==> config.mk <==
export PLATFORM = sky130hd
export DESIGN_NAME = ctg_clock_guard
export DESIGN_NICKNAME = d
export VERILOG_FILES = /design/src/hw/ctg_pkg.sv /design/src/hw/ctg_tick_if.sv /design/src/hw/ctg_clock_guard.sv /design/src/hw/ctg_flag_bank.sv /design/src/hw/ctg_tick_timer.sv
export SDC_FILE = /design/constraint.sdc
export NUM_CORES = 1
export LEC_CHECK = 0
export ABC_AREA = 0
export ABC_CLOCK_PERIOD_IN_PS = 6000
export BUFFER_PORTS_ARGS = -buffer_cell sky130_fd_sc_hd__buf_4
export CORE_MARGIN = 10
export CORE_UTILIZATION = 29
export CTS_BUF_LIST = sky130_fd_sc_hd__clkbuf_8
export CTS_CLUSTER_DIAMETER = 50
export CTS_CLUSTER_SIZE = 25
export DETAILED_ROUTE_END_ITERATION = 10
export PLACE_DENSITY_LB_ADDON = 0.1
export SETUP_SLACK_MARGIN = 0.02
export SLEW_MARGIN = 25
export SYNTH_ARGS = -nofsm -noshare
export SYNTH_HDL_FRONTEND = slang
export SYNTH_SLANG_ARGS = --single-unit
==> constraint.sdc <==
create_clock -name i_mclk -period 6 [get_ports i_mclk]
set_input_delay 0.6 -clock i_mclk [delete_from_list [all_inputs] [get_ports i_mclk]]
set_output_delay 0.6 -clock i_mclk [all_outputs]
set_load 0.005 [all_outputs]
==> src/hw/ctg_pkg.sv <==
// constants for the clock mode, tick timer and write guard block
package ctg_pkg;
  // ------------------------------------------------------------
  // register offsets
  // ------------------------------------------------------------
  localparam int AW = 10;
  localparam logic [9:0] OFS_SYNR = 10'h034;
  localparam logic [9:0] OFS_REFDIV = 10'h035;
  localparam logic [9:0] OFS_FLAGS = 10'h036;
  localparam logic [9:0] OFS_INTEN = 10'h037;
  localparam logic [9:0] OFS_CLKS = 10'h039;
  localparam logic [9:0] OFS_PLL = 10'h03A;
  localparam logic [9:0] OFS_TICK = 10'h03B;
  localparam logic [9:0] OFS_TRIMH = 10'h03C;
  localparam logic [9:0] OFS_TRIML = 10'h03D;
  localparam logic [9:0] OFS_OSC = 10'h03E;
  localparam logic [9:0] OFS_GUARD = 10'h2FB;
  // ------------------------------------------------------------
  // field positions
  // ------------------------------------------------------------
  localparam int TICK_DEC_BIT = 7;
  localparam int TICK_RATE_LSB = 4;
  localparam int TICK_MOD_LSB = 0;
  localparam int GUARD_BIT = 0;
  localparam int CLKS_PSEUDO_STOP_SELECT_BIT = 6;
  localparam int CLKS_TSRC_BIT = 1;
  localparam int CLKS_WSRC_BIT = 0;
  localparam int OSC_EN_BIT = 7;
  localparam int OSC_BW_BIT = 5;
  localparam int FLG_TICK = 7;
  localparam int FLG_LOCKCHG = 4;
  localparam int FLG_LOCK = 3;
  localparam int FLG_OSCCHG = 1;
  localparam int FLG_OSCILLATOR_QUALIFIED = 0;
  // ------------------------------------------------------------
  // keys and reset values
  // ------------------------------------------------------------
  localparam logic [7:0] GUARD_KEY = 8'h26;
  localparam logic [7:0] TICK_RST = 8'h00;
  localparam logic [7:0] PLL_RST = 8'h03;
  localparam logic [7:0] SYNR_RST = 8'h1F;
  localparam logic [7:0] ZERO_RST = 8'h00;
  localparam logic [19:0] DEC_UNIT = 20'h003E8;
  // ------------------------------------------------------------
  // system clock configuration
  // ------------------------------------------------------------
  typedef enum logic [2:0] {
    MODE_INT_REF  = 3'h1,
    MODE_EXT_LOST = 3'h2,
    MODE_EXT_RUN  = 3'h4
  } ctg_mode_t;
endpackage

==> src/hw/ctg_tick_if.sv <==
// link between the register block and the periodic tick timer
`timescale 1ns/100ps
interface ctg_tick_if;
  logic dec;
  logic [2:0] rate;
  logic [3:0] target;
  logic restart;
  logic run;
  logic pulse;
  logic expire;
  modport ctl (output dec, rate, target, restart, run, pulse,
               input expire);
  modport tmr (input dec, rate, target, restart, run, pulse,
               output expire);
endinterface

==> src/hw/ctg_clock_guard.sv <==
// clock mode control, periodic tick timer and write guard
// ----------------------------------------------------------------
// Function
// - any tick control write restarts the tick period
// - a change of the effective tick source restarts the period
// - tick control bit 7 picks binary or decimal prescaler family
// - tick control bits 6..4 pick the prescale rate
// - tick control bits 3..0 pick the modulus target
// - writing 0x26 to the guard clears its bit; other writes set it
// - guard set blocks writes to the clock configuration registers
// - after reset the pll runs on the internal reference
// - default pll setup is 64 MHz vco, post divider 3, 8 MHz bus
// - internal mode clocks watchdog and tick from internal reference
// - external mode takes the pll reference from the oscillator
// - external mode lets watchdog and tick pick oscillator clock
// - losing pll lock drops the oscillator qualified status
// - lost qualification in external mode runs vco divided by four
// - tick source is internal reference or oscillator, by select
// - stop halts tick, except pseudo stop with oscillator source
// ----------------------------------------------------------------
`timescale 1ns/100ps
module ctg_clock_guard (
  // clock and reset
  input wire logic i_mclk,
  input wire logic i_nrst,
  // register port
  input wire logic [ctg_pkg::AW-1:0] i_addr,
  input wire logic [7:0] i_wdata,
  input wire logic i_wr,
  input wire logic i_rd,
  output logic [7:0] o_rdata,
  // analog status and clock strobes
  input wire logic i_pll_lock,
  input wire logic i_osc_good,
  input wire logic i_irc_pulse,
  input wire logic i_osc_pulse,
  input wire logic i_stop,
  // pll and oscillator controls
  output logic o_pll_ref_ext,
  output logic o_pll_div4,
  output logic [7:0] o_synth_ratio,
  output logic [7:0] o_ref_div,
  output logic [4:0] o_post_div,
  output logic [15:0] o_irc_trim,
  output logic o_osc_enable,
  output logic [4:0] o_spike_filter_value,
  output logic o_spike_filter_bw,
  // clock routing and status
  output logic o_ext_ref_mode,
  output logic o_tick_src_osc,
  output logic o_wdog_src_osc,
  output logic o_oscillator_qualified,
  output logic o_tick_pulse,
  output logic o_irq
);
  import ctg_pkg::*;

  // ----------------------------------------------------------------
  // register storage
  // ----------------------------------------------------------------
  logic [7:0] tick_reg;
  logic [7:0] guard_reg;
  logic [7:0] synr_reg;
  logic [7:0] refdiv_reg;
  logic [7:0] clks_reg;
  logic [7:0] pll_reg;
  logic [7:0] trimh_reg;
  logic [7:0] triml_reg;
  logic [7:0] osc_reg;
  logic oscillator_qualified_reg;
  logic lock_reg;
  logic tsrc_reg;
  ctg_mode_t mode_reg;
  ctg_mode_t mode_next;
  logic [7:0] flags;
  logic [7:0] mask;
  logic [7:0] flag_set;
  logic [7:0] rd_next;
  logic guard_on;
  logic cfg_wr;
  logic tsrc_eff;
  logic ext_mode;

  ctg_tick_if tk ();

  function automatic logic wr_at(input logic [AW-1:0] ofs);
    return i_wr && (i_addr == ofs);
  endfunction

  // ----------------------------------------------------------------
  // write guard
  // ----------------------------------------------------------------
  assign guard_on = guard_reg[GUARD_BIT];
  assign cfg_wr = !guard_on;

  always_ff @(posedge i_mclk or negedge i_nrst) begin
    if (!i_nrst) begin
      guard_reg <= ZERO_RST;
    end else if (wr_at(OFS_GUARD)) begin
      guard_reg <= (i_wdata == GUARD_KEY) ? 8'h00 : 8'h01;
    end
  end

  // ----------------------------------------------------------------
  // clock configuration registers
  // ----------------------------------------------------------------
  // reset values give the default pll setup
  always_ff @(posedge i_mclk or negedge i_nrst) begin
    if (!i_nrst) begin
      synr_reg <= SYNR_RST;
      refdiv_reg <= ZERO_RST;
      clks_reg <= ZERO_RST;
      pll_reg <= PLL_RST;
      trimh_reg <= ZERO_RST;
      triml_reg <= ZERO_RST;
      osc_reg <= ZERO_RST;
    end else if (cfg_wr) begin
      // only reached while the guard is open
      if (wr_at(OFS_SYNR)) begin
        synr_reg <= i_wdata;
      end else if (wr_at(OFS_REFDIV)) begin
        refdiv_reg <= i_wdata;
      end else if (wr_at(OFS_CLKS)) begin
        clks_reg <= i_wdata;
      end else if (wr_at(OFS_PLL)) begin
        pll_reg <= i_wdata;
      end else if (wr_at(OFS_TRIMH)) begin
        trimh_reg <= i_wdata;
      end else if (wr_at(OFS_TRIML)) begin
        triml_reg <= i_wdata;
      end else if (wr_at(OFS_OSC)) begin
        osc_reg <= i_wdata;
      end
    end
  end

  // tick control is never guarded
  always_ff @(posedge i_mclk or negedge i_nrst) begin
    if (!i_nrst) begin
      tick_reg <= TICK_RST;
    end else if (wr_at(OFS_TICK)) begin
      tick_reg <= i_wdata;
    end
  end

  // ----------------------------------------------------------------
  // oscillator qualification
  // ----------------------------------------------------------------
  // the spike filter runs on the vco, so no lock means no status
  always_ff @(posedge i_mclk or negedge i_nrst) begin
    if (!i_nrst) begin
      oscillator_qualified_reg <= 1'b0;
    end else begin
      oscillator_qualified_reg <= osc_reg[OSC_EN_BIT] && i_osc_good && i_pll_lock;
    end
  end

  always_ff @(posedge i_mclk or negedge i_nrst) begin
    if (!i_nrst) begin
      lock_reg <= 1'b0;
    end else begin
      lock_reg <= i_pll_lock;
    end
  end

  // ----------------------------------------------------------------
  // system clock configuration
  // ----------------------------------------------------------------
  always_comb begin
    mode_next = mode_reg;
    case (mode_reg)
      MODE_INT_REF: begin
        // enabling the oscillator moves the pll reference
        if (osc_reg[OSC_EN_BIT]) begin
          mode_next = MODE_EXT_LOST;
        end
      end
      MODE_EXT_LOST: begin
        // stay on vco divided by four until the oscillator is qualified and lock is back
        if (!osc_reg[OSC_EN_BIT]) begin
          mode_next = MODE_INT_REF;
        end else if (oscillator_qualified_reg && i_pll_lock) begin
          mode_next = MODE_EXT_RUN;
        end
      end
      MODE_EXT_RUN: begin
        if (!osc_reg[OSC_EN_BIT]) begin
          mode_next = MODE_INT_REF;
        end else if (!oscillator_qualified_reg) begin
          mode_next = MODE_EXT_LOST;
        end
      end
      default: mode_next = MODE_INT_REF;
    endcase
  end

  // reset always lands in internal reference mode
  always_ff @(posedge i_mclk or negedge i_nrst) begin
    if (!i_nrst) begin
      mode_reg <= MODE_INT_REF;
    end else begin
      mode_reg <= mode_next;
    end
  end

  assign ext_mode = (mode_reg != MODE_INT_REF);

  // ----------------------------------------------------------------
  // tick and watchdog clock selection
  // ----------------------------------------------------------------
  // internal mode forces the internal reference
  // external mode honours the selects, qualified clock only
  // select bit chooses between the two sources
  assign tsrc_eff = ext_mode && clks_reg[CLKS_TSRC_BIT] && oscillator_qualified_reg;

  always_ff @(posedge i_mclk or negedge i_nrst) begin
    if (!i_nrst) begin
      tsrc_reg <= 1'b0;
    end else begin
      tsrc_reg <= tsrc_eff;
    end
  end

  assign tk.dec = tick_reg[TICK_DEC_BIT];
  assign tk.rate = tick_reg[TICK_RATE_LSB +: 3];
  assign tk.target = tick_reg[TICK_MOD_LSB +: 4];
  // a write restarts; a source change restarts
  assign tk.restart = wr_at(OFS_TICK) || (tsrc_eff != tsrc_reg);
  // pseudo stop keeps an oscillator-fed tick alive
  assign tk.run = !i_stop || (clks_reg[CLKS_PSEUDO_STOP_SELECT_BIT] && tsrc_eff);
  assign tk.pulse = tsrc_eff ? i_osc_pulse : i_irc_pulse;

  ctg_tick_timer #(
    .PW(20)
  ) u_tick (
    .i_mclk(i_mclk),
    .i_nrst(i_nrst),
    .tk(tk.tmr)
  );

  // ----------------------------------------------------------------
  // status flags and interrupt
  // ----------------------------------------------------------------
  // elapsed period sets the sticky tick flag
  always_comb begin
    flag_set = 8'h00;
    flag_set[FLG_TICK] = tk.expire;
    flag_set[FLG_LOCKCHG] = lock_reg != i_pll_lock;
    flag_set[FLG_OSCCHG] = oscillator_qualified_reg != (osc_reg[OSC_EN_BIT]
                           && i_osc_good && i_pll_lock);
  end

  ctg_flag_bank #(
    .W(8)
  ) u_flags (
    .i_mclk(i_mclk),
    .i_nrst(i_nrst),
    .i_set(flag_set),
    .i_clr_wr(wr_at(OFS_FLAGS)),
    .i_mask_wr(wr_at(OFS_INTEN)),
    .i_wdata(i_wdata),
    .o_flags(flags),
    .o_mask(mask),
    .o_irq(o_irq)
  );

  // ----------------------------------------------------------------
  // read port
  // ----------------------------------------------------------------
  // unmapped addresses read as zero
  always_comb begin
    rd_next = 8'h00;
    if (i_addr == OFS_TICK) begin
      rd_next = tick_reg;
    end else if (i_addr == OFS_GUARD) begin
      rd_next = guard_reg;
    end else if (i_addr == OFS_SYNR) begin
      rd_next = synr_reg;
    end else if (i_addr == OFS_REFDIV) begin
      rd_next = refdiv_reg;
    end else if (i_addr == OFS_CLKS) begin
      rd_next = clks_reg;
    end else if (i_addr == OFS_PLL) begin
      rd_next = pll_reg;
    end else if (i_addr == OFS_TRIMH) begin
      rd_next = trimh_reg;
    end else if (i_addr == OFS_TRIML) begin
      rd_next = triml_reg;
    end else if (i_addr == OFS_OSC) begin
      rd_next = osc_reg;
    end else if (i_addr == OFS_FLAGS) begin
      rd_next = flags;
      rd_next[FLG_LOCK] = lock_reg;
      rd_next[FLG_OSCILLATOR_QUALIFIED] = oscillator_qualified_reg;
    end else if (i_addr == OFS_INTEN) begin
      rd_next = mask;
    end
  end

  // data stands only in the cycle after the read strobe
  always_ff @(posedge i_mclk or negedge i_nrst) begin
    if (!i_nrst) begin
      o_rdata <= 8'h00;
    end else begin
      o_rdata <= i_rd ? rd_next : 8'h00;
    end
  end

  // ----------------------------------------------------------------
  // outputs
  // ----------------------------------------------------------------
  assign o_pll_ref_ext = ext_mode;
  assign o_pll_div4 = (mode_reg == MODE_EXT_LOST);
  assign o_synth_ratio = synr_reg;
  assign o_ref_div = refdiv_reg;
  assign o_post_div = pll_reg[4:0];
  assign o_irc_trim = {trimh_reg, triml_reg};
  assign o_osc_enable = osc_reg[OSC_EN_BIT];
  assign o_spike_filter_value = osc_reg[4:0];
  assign o_spike_filter_bw = osc_reg[OSC_BW_BIT];
  assign o_ext_ref_mode = ext_mode;
  assign o_tick_src_osc = tsrc_reg;
  assign o_wdog_src_osc = ext_mode && clks_reg[CLKS_WSRC_BIT]
                          && oscillator_qualified_reg;
  assign o_oscillator_qualified = oscillator_qualified_reg;
  assign o_tick_pulse = tk.expire;
endmodule

==> src/hw/ctg_flag_bank.sv <==
// sticky status flags with mask and one level interrupt
`timescale 1ns/100ps
module ctg_flag_bank #(
  parameter int W = 8
) (
  // clock and reset
  input wire logic i_mclk,
  input wire logic i_nrst,
  // events and software access
  input wire logic [W-1:0] i_set,
  input wire logic i_clr_wr,
  input wire logic i_mask_wr,
  input wire logic [W-1:0] i_wdata,
  // state
  output logic [W-1:0] o_flags,
  output logic [W-1:0] o_mask,
  output logic o_irq
);
  // a set in the same cycle as its clear wins
  always_ff @(posedge i_mclk or negedge i_nrst) begin
    if (!i_nrst) begin
      o_flags <= '0;
    end else if (i_clr_wr) begin
      o_flags <= (o_flags & ~i_wdata) | i_set;
    end else begin
      o_flags <= o_flags | i_set;
    end
  end

  always_ff @(posedge i_mclk or negedge i_nrst) begin
    if (!i_nrst) begin
      o_mask <= '0;
    end else if (i_mask_wr) begin
      o_mask <= i_wdata;
    end
  end

  assign o_irq = |(o_flags & o_mask);
endmodule

==> src/hw/ctg_tick_timer.sv <==
// periodic tick timer: prescaler followed by modulus counter
`timescale 1ns/100ps
module ctg_tick_timer #(
  parameter int PW = 20
) (
  // clock and reset
  input wire logic i_mclk,
  input wire logic i_nrst,
  // configuration and tick output
  ctg_tick_if.tmr tk
);
  import ctg_pkg::*;

  // rate 0 of the binary family turns the timer off
  function automatic logic [PW-1:0] presc(input logic d,
                                          input logic [2:0] r);
    logic [PW-1:0] m;
    m = '0;
    if (d) begin
      case (r)
        3'h0: m = PW'(DEC_UNIT);
        3'h1: m = PW'(DEC_UNIT * 2);
        3'h2: m = PW'(DEC_UNIT * 5);
        3'h3: m = PW'(DEC_UNIT * 10);
        3'h4: m = PW'(DEC_UNIT * 20);
        3'h5: m = PW'(DEC_UNIT * 50);
        3'h6: m = PW'(DEC_UNIT * 100);
        default: m = PW'(DEC_UNIT * 200);
      endcase
    end else if (r != 3'h0) begin
      m = PW'(1) << ({1'b0, r} + 4'h9);
    end
    return m;
  endfunction

  logic [PW-1:0] pre_reg;
  logic [3:0] mod_reg;
  logic [PW-1:0] lim;
  logic step;
  logic wrap;

  // -------------------------------------------------------------
  // counting
  // -------------------------------------------------------------
  // family and rate pick the prescale
  assign lim = presc(tk.dec, tk.rate);
  assign step = tk.run && tk.pulse && (lim != '0);
  assign wrap = step && (pre_reg == lim - PW'(1));

  always_ff @(posedge i_mclk or negedge i_nrst) begin
    if (!i_nrst) begin
      pre_reg <= '0;
    end else if (tk.restart || wrap) begin
      pre_reg <= '0;
    end else if (step) begin
      pre_reg <= pre_reg + PW'(1);
    end
  end

  always_ff @(posedge i_mclk or negedge i_nrst) begin
    if (!i_nrst) begin
      mod_reg <= '0;
    end else if (tk.restart) begin
      mod_reg <= '0;
    end else if (wrap) begin
      mod_reg <= (mod_reg == tk.target) ? 4'h0 : mod_reg + 4'h1;
    end
  end

  always_ff @(posedge i_mclk or negedge i_nrst) begin
    if (!i_nrst) begin
      tk.expire <= 1'b0;
    end else begin
      tk.expire <= !tk.restart && wrap && (mod_reg == tk.target);
    end
  end
endmodule
# After elaboration in Yosys (flattened, before gate mapping)

Cells that the tools add are included.

Reduce and logical (&&, ||, !) cells: 43
Shift-type cells: 1
Bitwise logic cells: 12
Eq/ne operators: 30
Mux-type cells: 29
$add $sub $neg: 4

Operators with widths:

| cell                                                | number |
|---|---|
| case mux 18 bit (7 select lines)                    | 1 |
| 2-to-1 mux 8 bit                                    | 13 |
| == test 10 x 6 -> 1 bit (second input constant)     | 10 |
| 2-to-1 mux 20 bit                                   | 4 |
| logical AND 1 bit                                   | 24 |
| adder 20 x 1 -> 20 bit (second input constant)      | 1 |
| == test 20 bit                                      | 1 |
| nonzero test 20 bit                                 | 1 |
| left shift 1 x 4 -> 20 bit (first input constant)   | 1 |
| subtractor 20 x 1 -> 20 bit (second input constant) | 1 |
| bitwise AND 8 bit                                   | 2 |
| bitwise OR 8 bit                                    | 2 |
| 2-to-1 mux 3 bit                                    | 5 |
| == test 3 bit (second input constant)               | 4 |
| 2-to-1 mux 4 bit                                    | 3 |
| == test 10 bit (second input constant)              | 1 |
| == test 3 x 2 -> 1 bit (second input constant)      | 3 |
| case mux 3 bit (3 select lines)                     | 1 |
| == test 8 x 6 -> 1 bit (second input constant)      | 1 |
| NOT 8 bit                                           | 1 |
| AND reduction 8 bit                                 | 1 |
| OR reduction 8 bit                                  | 1 |
| NOT 1 bit                                           | 7 |
| AND reduction 7 bit                                 | 1 |
| other kinds (20)                                    | 29 |

Logic and storage cells: 138
Output and inout port bits: 60
Register bits: 127

# Longest topological paths before layout

Depth in word-level cells: 13
Mapped depth: 17

# By module

A second synthesis with hierarchy kept.

Cell total of the unflattened synthesis: 717
Area total of the unflattened synthesis: 7,148.1 um^2

By module, submodules not included:

| module          | cells each | instances | area each (um^2) |
|---|---|---|---|
| ctg_clock_guard | 384        | 1         | 4,150.2 |
| ctg_tick_timer  | 286        | 1         | 2,334.7 |
| ctg_flag_bank   | 47         | 1         | 663.1 |

# Worst setup path before layout

OpenSTA, ideal clock, no wires.

Kind: register to register
Start point: register tick_reg[4]
End point: register u_tick.mod_reg[0]
Setup time: 79 ps
Data arrival time: 4,196 ps
Path slack: 1,725 ps
Data required time: 5,921 ps
Clock period less this slack: 4,275 ps
Stages on the path, launching flop included: 17
Cells stage by stage: dfrtp_1 clkbuf_1 clkbuf_1 buf_2 and2_1 ha_1 nand3_1 or3_1 ha_1 xor2_1 a311oi_1 o311ai_0 nor4_1 nand4_2 or4_4 or4_1 a21oi_1

Word-level cells in the longest chain between the ends: 8
Elaborated cells between the ends (all ways): 19
Those cells by class: add/sub (2); eq/ne (7); shift (1); mux (3); reduce/logical (6)

RTL lines:

| item                                                                      | RTL line                                   | source |
|---|---|---|
| from (decl)                                                               | ctg_clock_guard.sv:61                      | `logic [7:0] tick_reg;` |
| from (signal assigned)                                                    | ctg_clock_guard.sv:142                     | `tick_reg <= i_wdata;` |
| adder 3 x 4 -> 4 bit                                                      | ctg_tick_timer.sv:31                       | `m = PW'(1) << ({1'b0, r} + 4'h9);` |
| left shift 1 x 4 -> 20 bit                                                | ctg_tick_timer.sv:31                       |  |
| 2-to-1 mux 20 bit                                                         | ctg_tick_timer.sv:30                       | `end else if (r != 3'h0) begin` |
| 2-to-1 mux 20 bit *                                                       | ctg_tick_timer.sv:19                       | `if (d) begin` |
| subtractor 20 x 1 -> 20 bit / nonzero test 20 bit (equally long branches) | ctg_tick_timer.sv:48, ctg_tick_timer.sv:47 |  |
| == test 20 bit / logical AND 1 bit (equally long branches)                | ctg_tick_timer.sv:48, ctg_tick_timer.sv:47 |  |
| logical AND 1 bit *                                                       | ctg_tick_timer.sv:48                       | `assign wrap = step && (pre_reg == lim - PW'(1));` |
| nonzero test 2 bit (no line) *                                            | -                                          |  |
| to (signal assigned)                                                      | ctg_tick_timer.sv:66                       | `mod_reg <= (mod_reg == tk.target) ? 4'h0 : mod_reg + 4'h1;` |
| to (decl)                                                                 | ctg_tick_timer.sv:37                       | `logic [3:0] mod_reg;` |

Every way passes the cells marked *; elsewhere a longest branch is shown, timed or not.
A chain may end at the register's enable or synchronous reset.

# Final worst setup path

Start point: register tick_reg[4]
End point: register u_tick.pre_reg[6]

Word-level cells in the longest chain between the ends: 9
Elaborated cells between the ends (all ways): 21
Those cells by class: add/sub (2); eq/ne (7); shift (1); mux (4); reduce/logical (7)

RTL lines:

| item                                                                      | RTL line                                   | source |
|---|---|---|
| adder 3 x 4 -> 4 bit                                                      | ctg_tick_timer.sv:31                       |  |
| left shift 1 x 4 -> 20 bit                                                | ctg_tick_timer.sv:31                       |  |
| 2-to-1 mux 20 bit                                                         | ctg_tick_timer.sv:30                       |  |
| 2-to-1 mux 20 bit *                                                       | ctg_tick_timer.sv:19                       |  |
| subtractor 20 x 1 -> 20 bit / nonzero test 20 bit (equally long branches) | ctg_tick_timer.sv:48, ctg_tick_timer.sv:47 |  |
| == test 20 bit / logical AND 1 bit (equally long branches)                | ctg_tick_timer.sv:48, ctg_tick_timer.sv:47 |  |
| logical AND 1 bit                                                         | ctg_tick_timer.sv:48                       |  |
| logical OR 1 bit                                                          | ctg_tick_timer.sv:53                       | `end else if (tk.restart \|\| wrap) begin` |
| 2-to-1 mux 20 bit / nonzero test 2 bit (equally long branches)            | -                                          |  |
| to (signal assigned)                                                      | ctg_tick_timer.sv:56                       | `pre_reg <= pre_reg + PW'(1);` |
| to (decl)                                                                 | ctg_tick_timer.sv:36                       | `logic [PW-1:0] pre_reg;` |

Marked as above.

==> flow_summary.ini <==
[layout]
drive_above_1_share_pct = 29.0
fillers = 2417
area_growth_syn_to_layout_pct = 18.2
fin_util_pct = 34.9
largest_reg_flops = 20
final_cell_mix = 112 x dfrtp_1, 92 x buf_4, 74 x mux2_2
final_common_cell = dfrtp_1
nets = 775
antenna_cells = 0

[floorplan]
die_area_um2 = 30600
num_io_pins = 87
row_count = 56
die_w_um = 175
core_area_um2 = 23500
start_util_pct = 29.6
die_h_um = 175

[global_route]
antenna_found_initial = 0
grt_pass1_wl_um = 34700
track_usage_pct = 14.4
grt_pass1_vias = 5877
grt_max_degree = 75
gr-total-overflow = 0

[clocking]
clockBufferDepth = 2
cts_hold_buf = 0
h-tree-depth = 4
cts_resized = 0
insertion_delay_ps = 450
cts_setup_buffers = 0
cts_buffers = 17
cts_tree = done
clockRootBuffer = clkbuf_8
clkSlewWorstSetupHoldPaths_ps = 80
cts.sinks = 120

[sta]
worst_pin_slew_ps = 916
fin_worst_skew_ps = 18.3
setup_viol = 0
tns_ps = 0
hold_viol = 0
fin_crit_sh_pct = 74.3
rsz0062_at_grt = false
timing.hold.ws_ps = 169
fin_crit_ps = 4460
drv_slew = 0
fmax_mhz = 224
max_slew_margin_pct = 38.7

[place]
io_buffers = 86
gp_routability_congestion = 0.914
dpl.hpwl_um = 16000

[route]
routed_via_density = 5.16
drc = 0
routed.top_layer = met4
wl_per_cell_um = 20.4
drt_iter0_drc = 398
wl_um = 21900
postRouteAntennaNets = 0
met1_length_um = 9720
vias = 5543
firstDrtPassIters = 5
wl_met2_um = 10800
wl_met3_um = 1030

[critical_path]
cp.arrival_ps = 4790
max_stage_delay_ps = 650
critical_path_buf_inv_count = 0
cpLargestDelayFamily = simple AND/OR/NAND/NOR gates
cp-end-kind = flop
path_class = flop to flop
crit_chain = and2_1, ha_1, nand3_1, or3_1, ha_1, xor2_1, a311oi_1, o311ai_0, nor4_1, nand4_2, nor4_1, a21oi_2, and2_1
crit_fanout = 20
critPathLaunchType = flop
cp.required_ps = 6330
cpMaxStageDelayCell = nor4_1

[synthesis]
yosys_warnings = 0
synth_top_area_share_pct = 40.3
synthArstFlopShare_pct = 100
yosysUniqueCellTypes = 76
synth_edf_count = 0
ys_ff_latch = 120
ys_top_cells_by_area = dfrtp_1 40%, mux2_2 12%, nand2_1 3.1%
synthFlopType = dfrtp_1
syn-instance-count = 682
synth_seq_area_share_pct = 43.3
synthesis.area_um2 = 6960
synth.avg_cell_area_um2 = 10.2
synth_top_area_cell = dfrtp_1

[power]
peakVddDrop_v = 0.000117
leakage_nw = 3.79
total_power_mw = 1.87
powerDensity_nw_per_um2 = 228

[run]
max-cap-violations = 0

[hold_path]
hold_class = input port to async pin

[run_status]
outcome = completed
## metal layers
layer	up-vias	track usage [%]
li1	2578	-
met1	2822	18.0
met2	122	24.1
met3	21	3.77
met4	0	3.96
met5	-	0
## synth_stat cells (10+ instances only)
| cell type | number |
|---|---|
| a21boi_0 | 15 |
| clkbuf_1 | 31 |
| and2_1 | 24 |
| xnor2_1 | 22 |
| mux2i_1 | 19 |
| mux2_2 | 74 |
| nand2_1 | 58 |
| xor2_1 | 20 |
| a21oi_1 | 20 |
| inv_1 | 12 |
| nor2b_1 | 15 |
| buf_4 | 12 |
| nand4_1 | 11 |
| dfrtp_1 | 112 |
| nor2_1 | 21 |
| a22oi_1 | 10 |
| o21ai_0 | 29 |
| nand3_1 | 18 |
| and3_1 | 13 |
## where the power goes
part	total, mW	internal (mW)	switching (mW)
Combinational	0.219	0.101	0.119
Sequential	0.889	0.842	0.0463
Clock	0.765	0.380	0.385
## path summary, 6_finish.rpt
path / startpoint / endpoint / slack (ps) / cells after the start
min in group i_mclk: i_pll_lock / lock_reg$_DFF_PN0_ / 330 / 1
max: tick_reg[4]$_DFFE_PN0P_ / u_tick.pre_reg[6]$_DFFE_PN0P_ / 1540 / 13
min: i_nrst / u_tick.pre_reg[8]$_DFFE_PN0P_ / 170 / 1
max reg2reg: tick_reg[4]$_DFFE_PN0P_ / u_tick.pre_reg[6]$_DFFE_PN0P_ / 1540 / 13
max in group asynchronous: i_nrst / tick_reg[4]$_DFFE_PN0P_ / 4700 / 2
min reg2reg: u_tick.tk.expire$_DFF_PN0_ / u_flags.o_flags[7]$_DFF_PN0_ / 460 / 1
## cell families (layout without fill, tap and decap cells)
kind of cell | count (synthesis) | count (layout) | synth area share [%]
AOI/OAI and AO/OA | 137 | 137 | 14.1
muxes | 93 | 93 | 14.7
buffers and inverters | 66 | 139 | 4.39
and+or+nand+nor | 218 | 218 | 17.3
other | 1 | 2 | 0.0539
xor gates and xnor gates | 42 | 42 | 5.29
DFF | 120 | 120 | 43.3
adders and majority gates | 5 | 5 | 0.899
## per-stage QoR
| step | std cells | worst slack [ps] | area [µm²] |
|---|---|---|---|
| final | 1075 | 1540 | 8220 |
| after detailed placement | 1043 | 1530 | 7820 |
| after global placement | 1043 | 1540 | 7810 |
| after global routing | 1075 | 1070 | 8220 |
| after floorplan | 683 | 1730 | 6960 |
| after CTS | 1075 | 1520 | 8220 |
## area by class of cell
type / instances / area (µm²) / area share [%]
well taps: 319 / 399 / 4.85
flip-flops and latches: 120 / 3010 / 36.6
repair buffers: 93 / 702 / 8.54
multi-input cells: 497 / 3650 / 44.4
clock inverters: 15 / 169 / 2.05
inverters: 14 / 52.6 / 0.639
clock buffers: 17 / 234 / 2.85
## worst reg2reg max path: cells and delay by family (launching register included)
| family | cells | cell delay [ps] |
|---|---|---|
| adders and majority gates | 2 | 890 |
| xor gates and xnor gates | 1 | 170 |
| AOI/OAI and AO/OA | 3 | 750 |
| DFF | 1 | 370 |
| and+or+nand+nor | 7 | 2180 |
(Power assumes the default switching activity.)
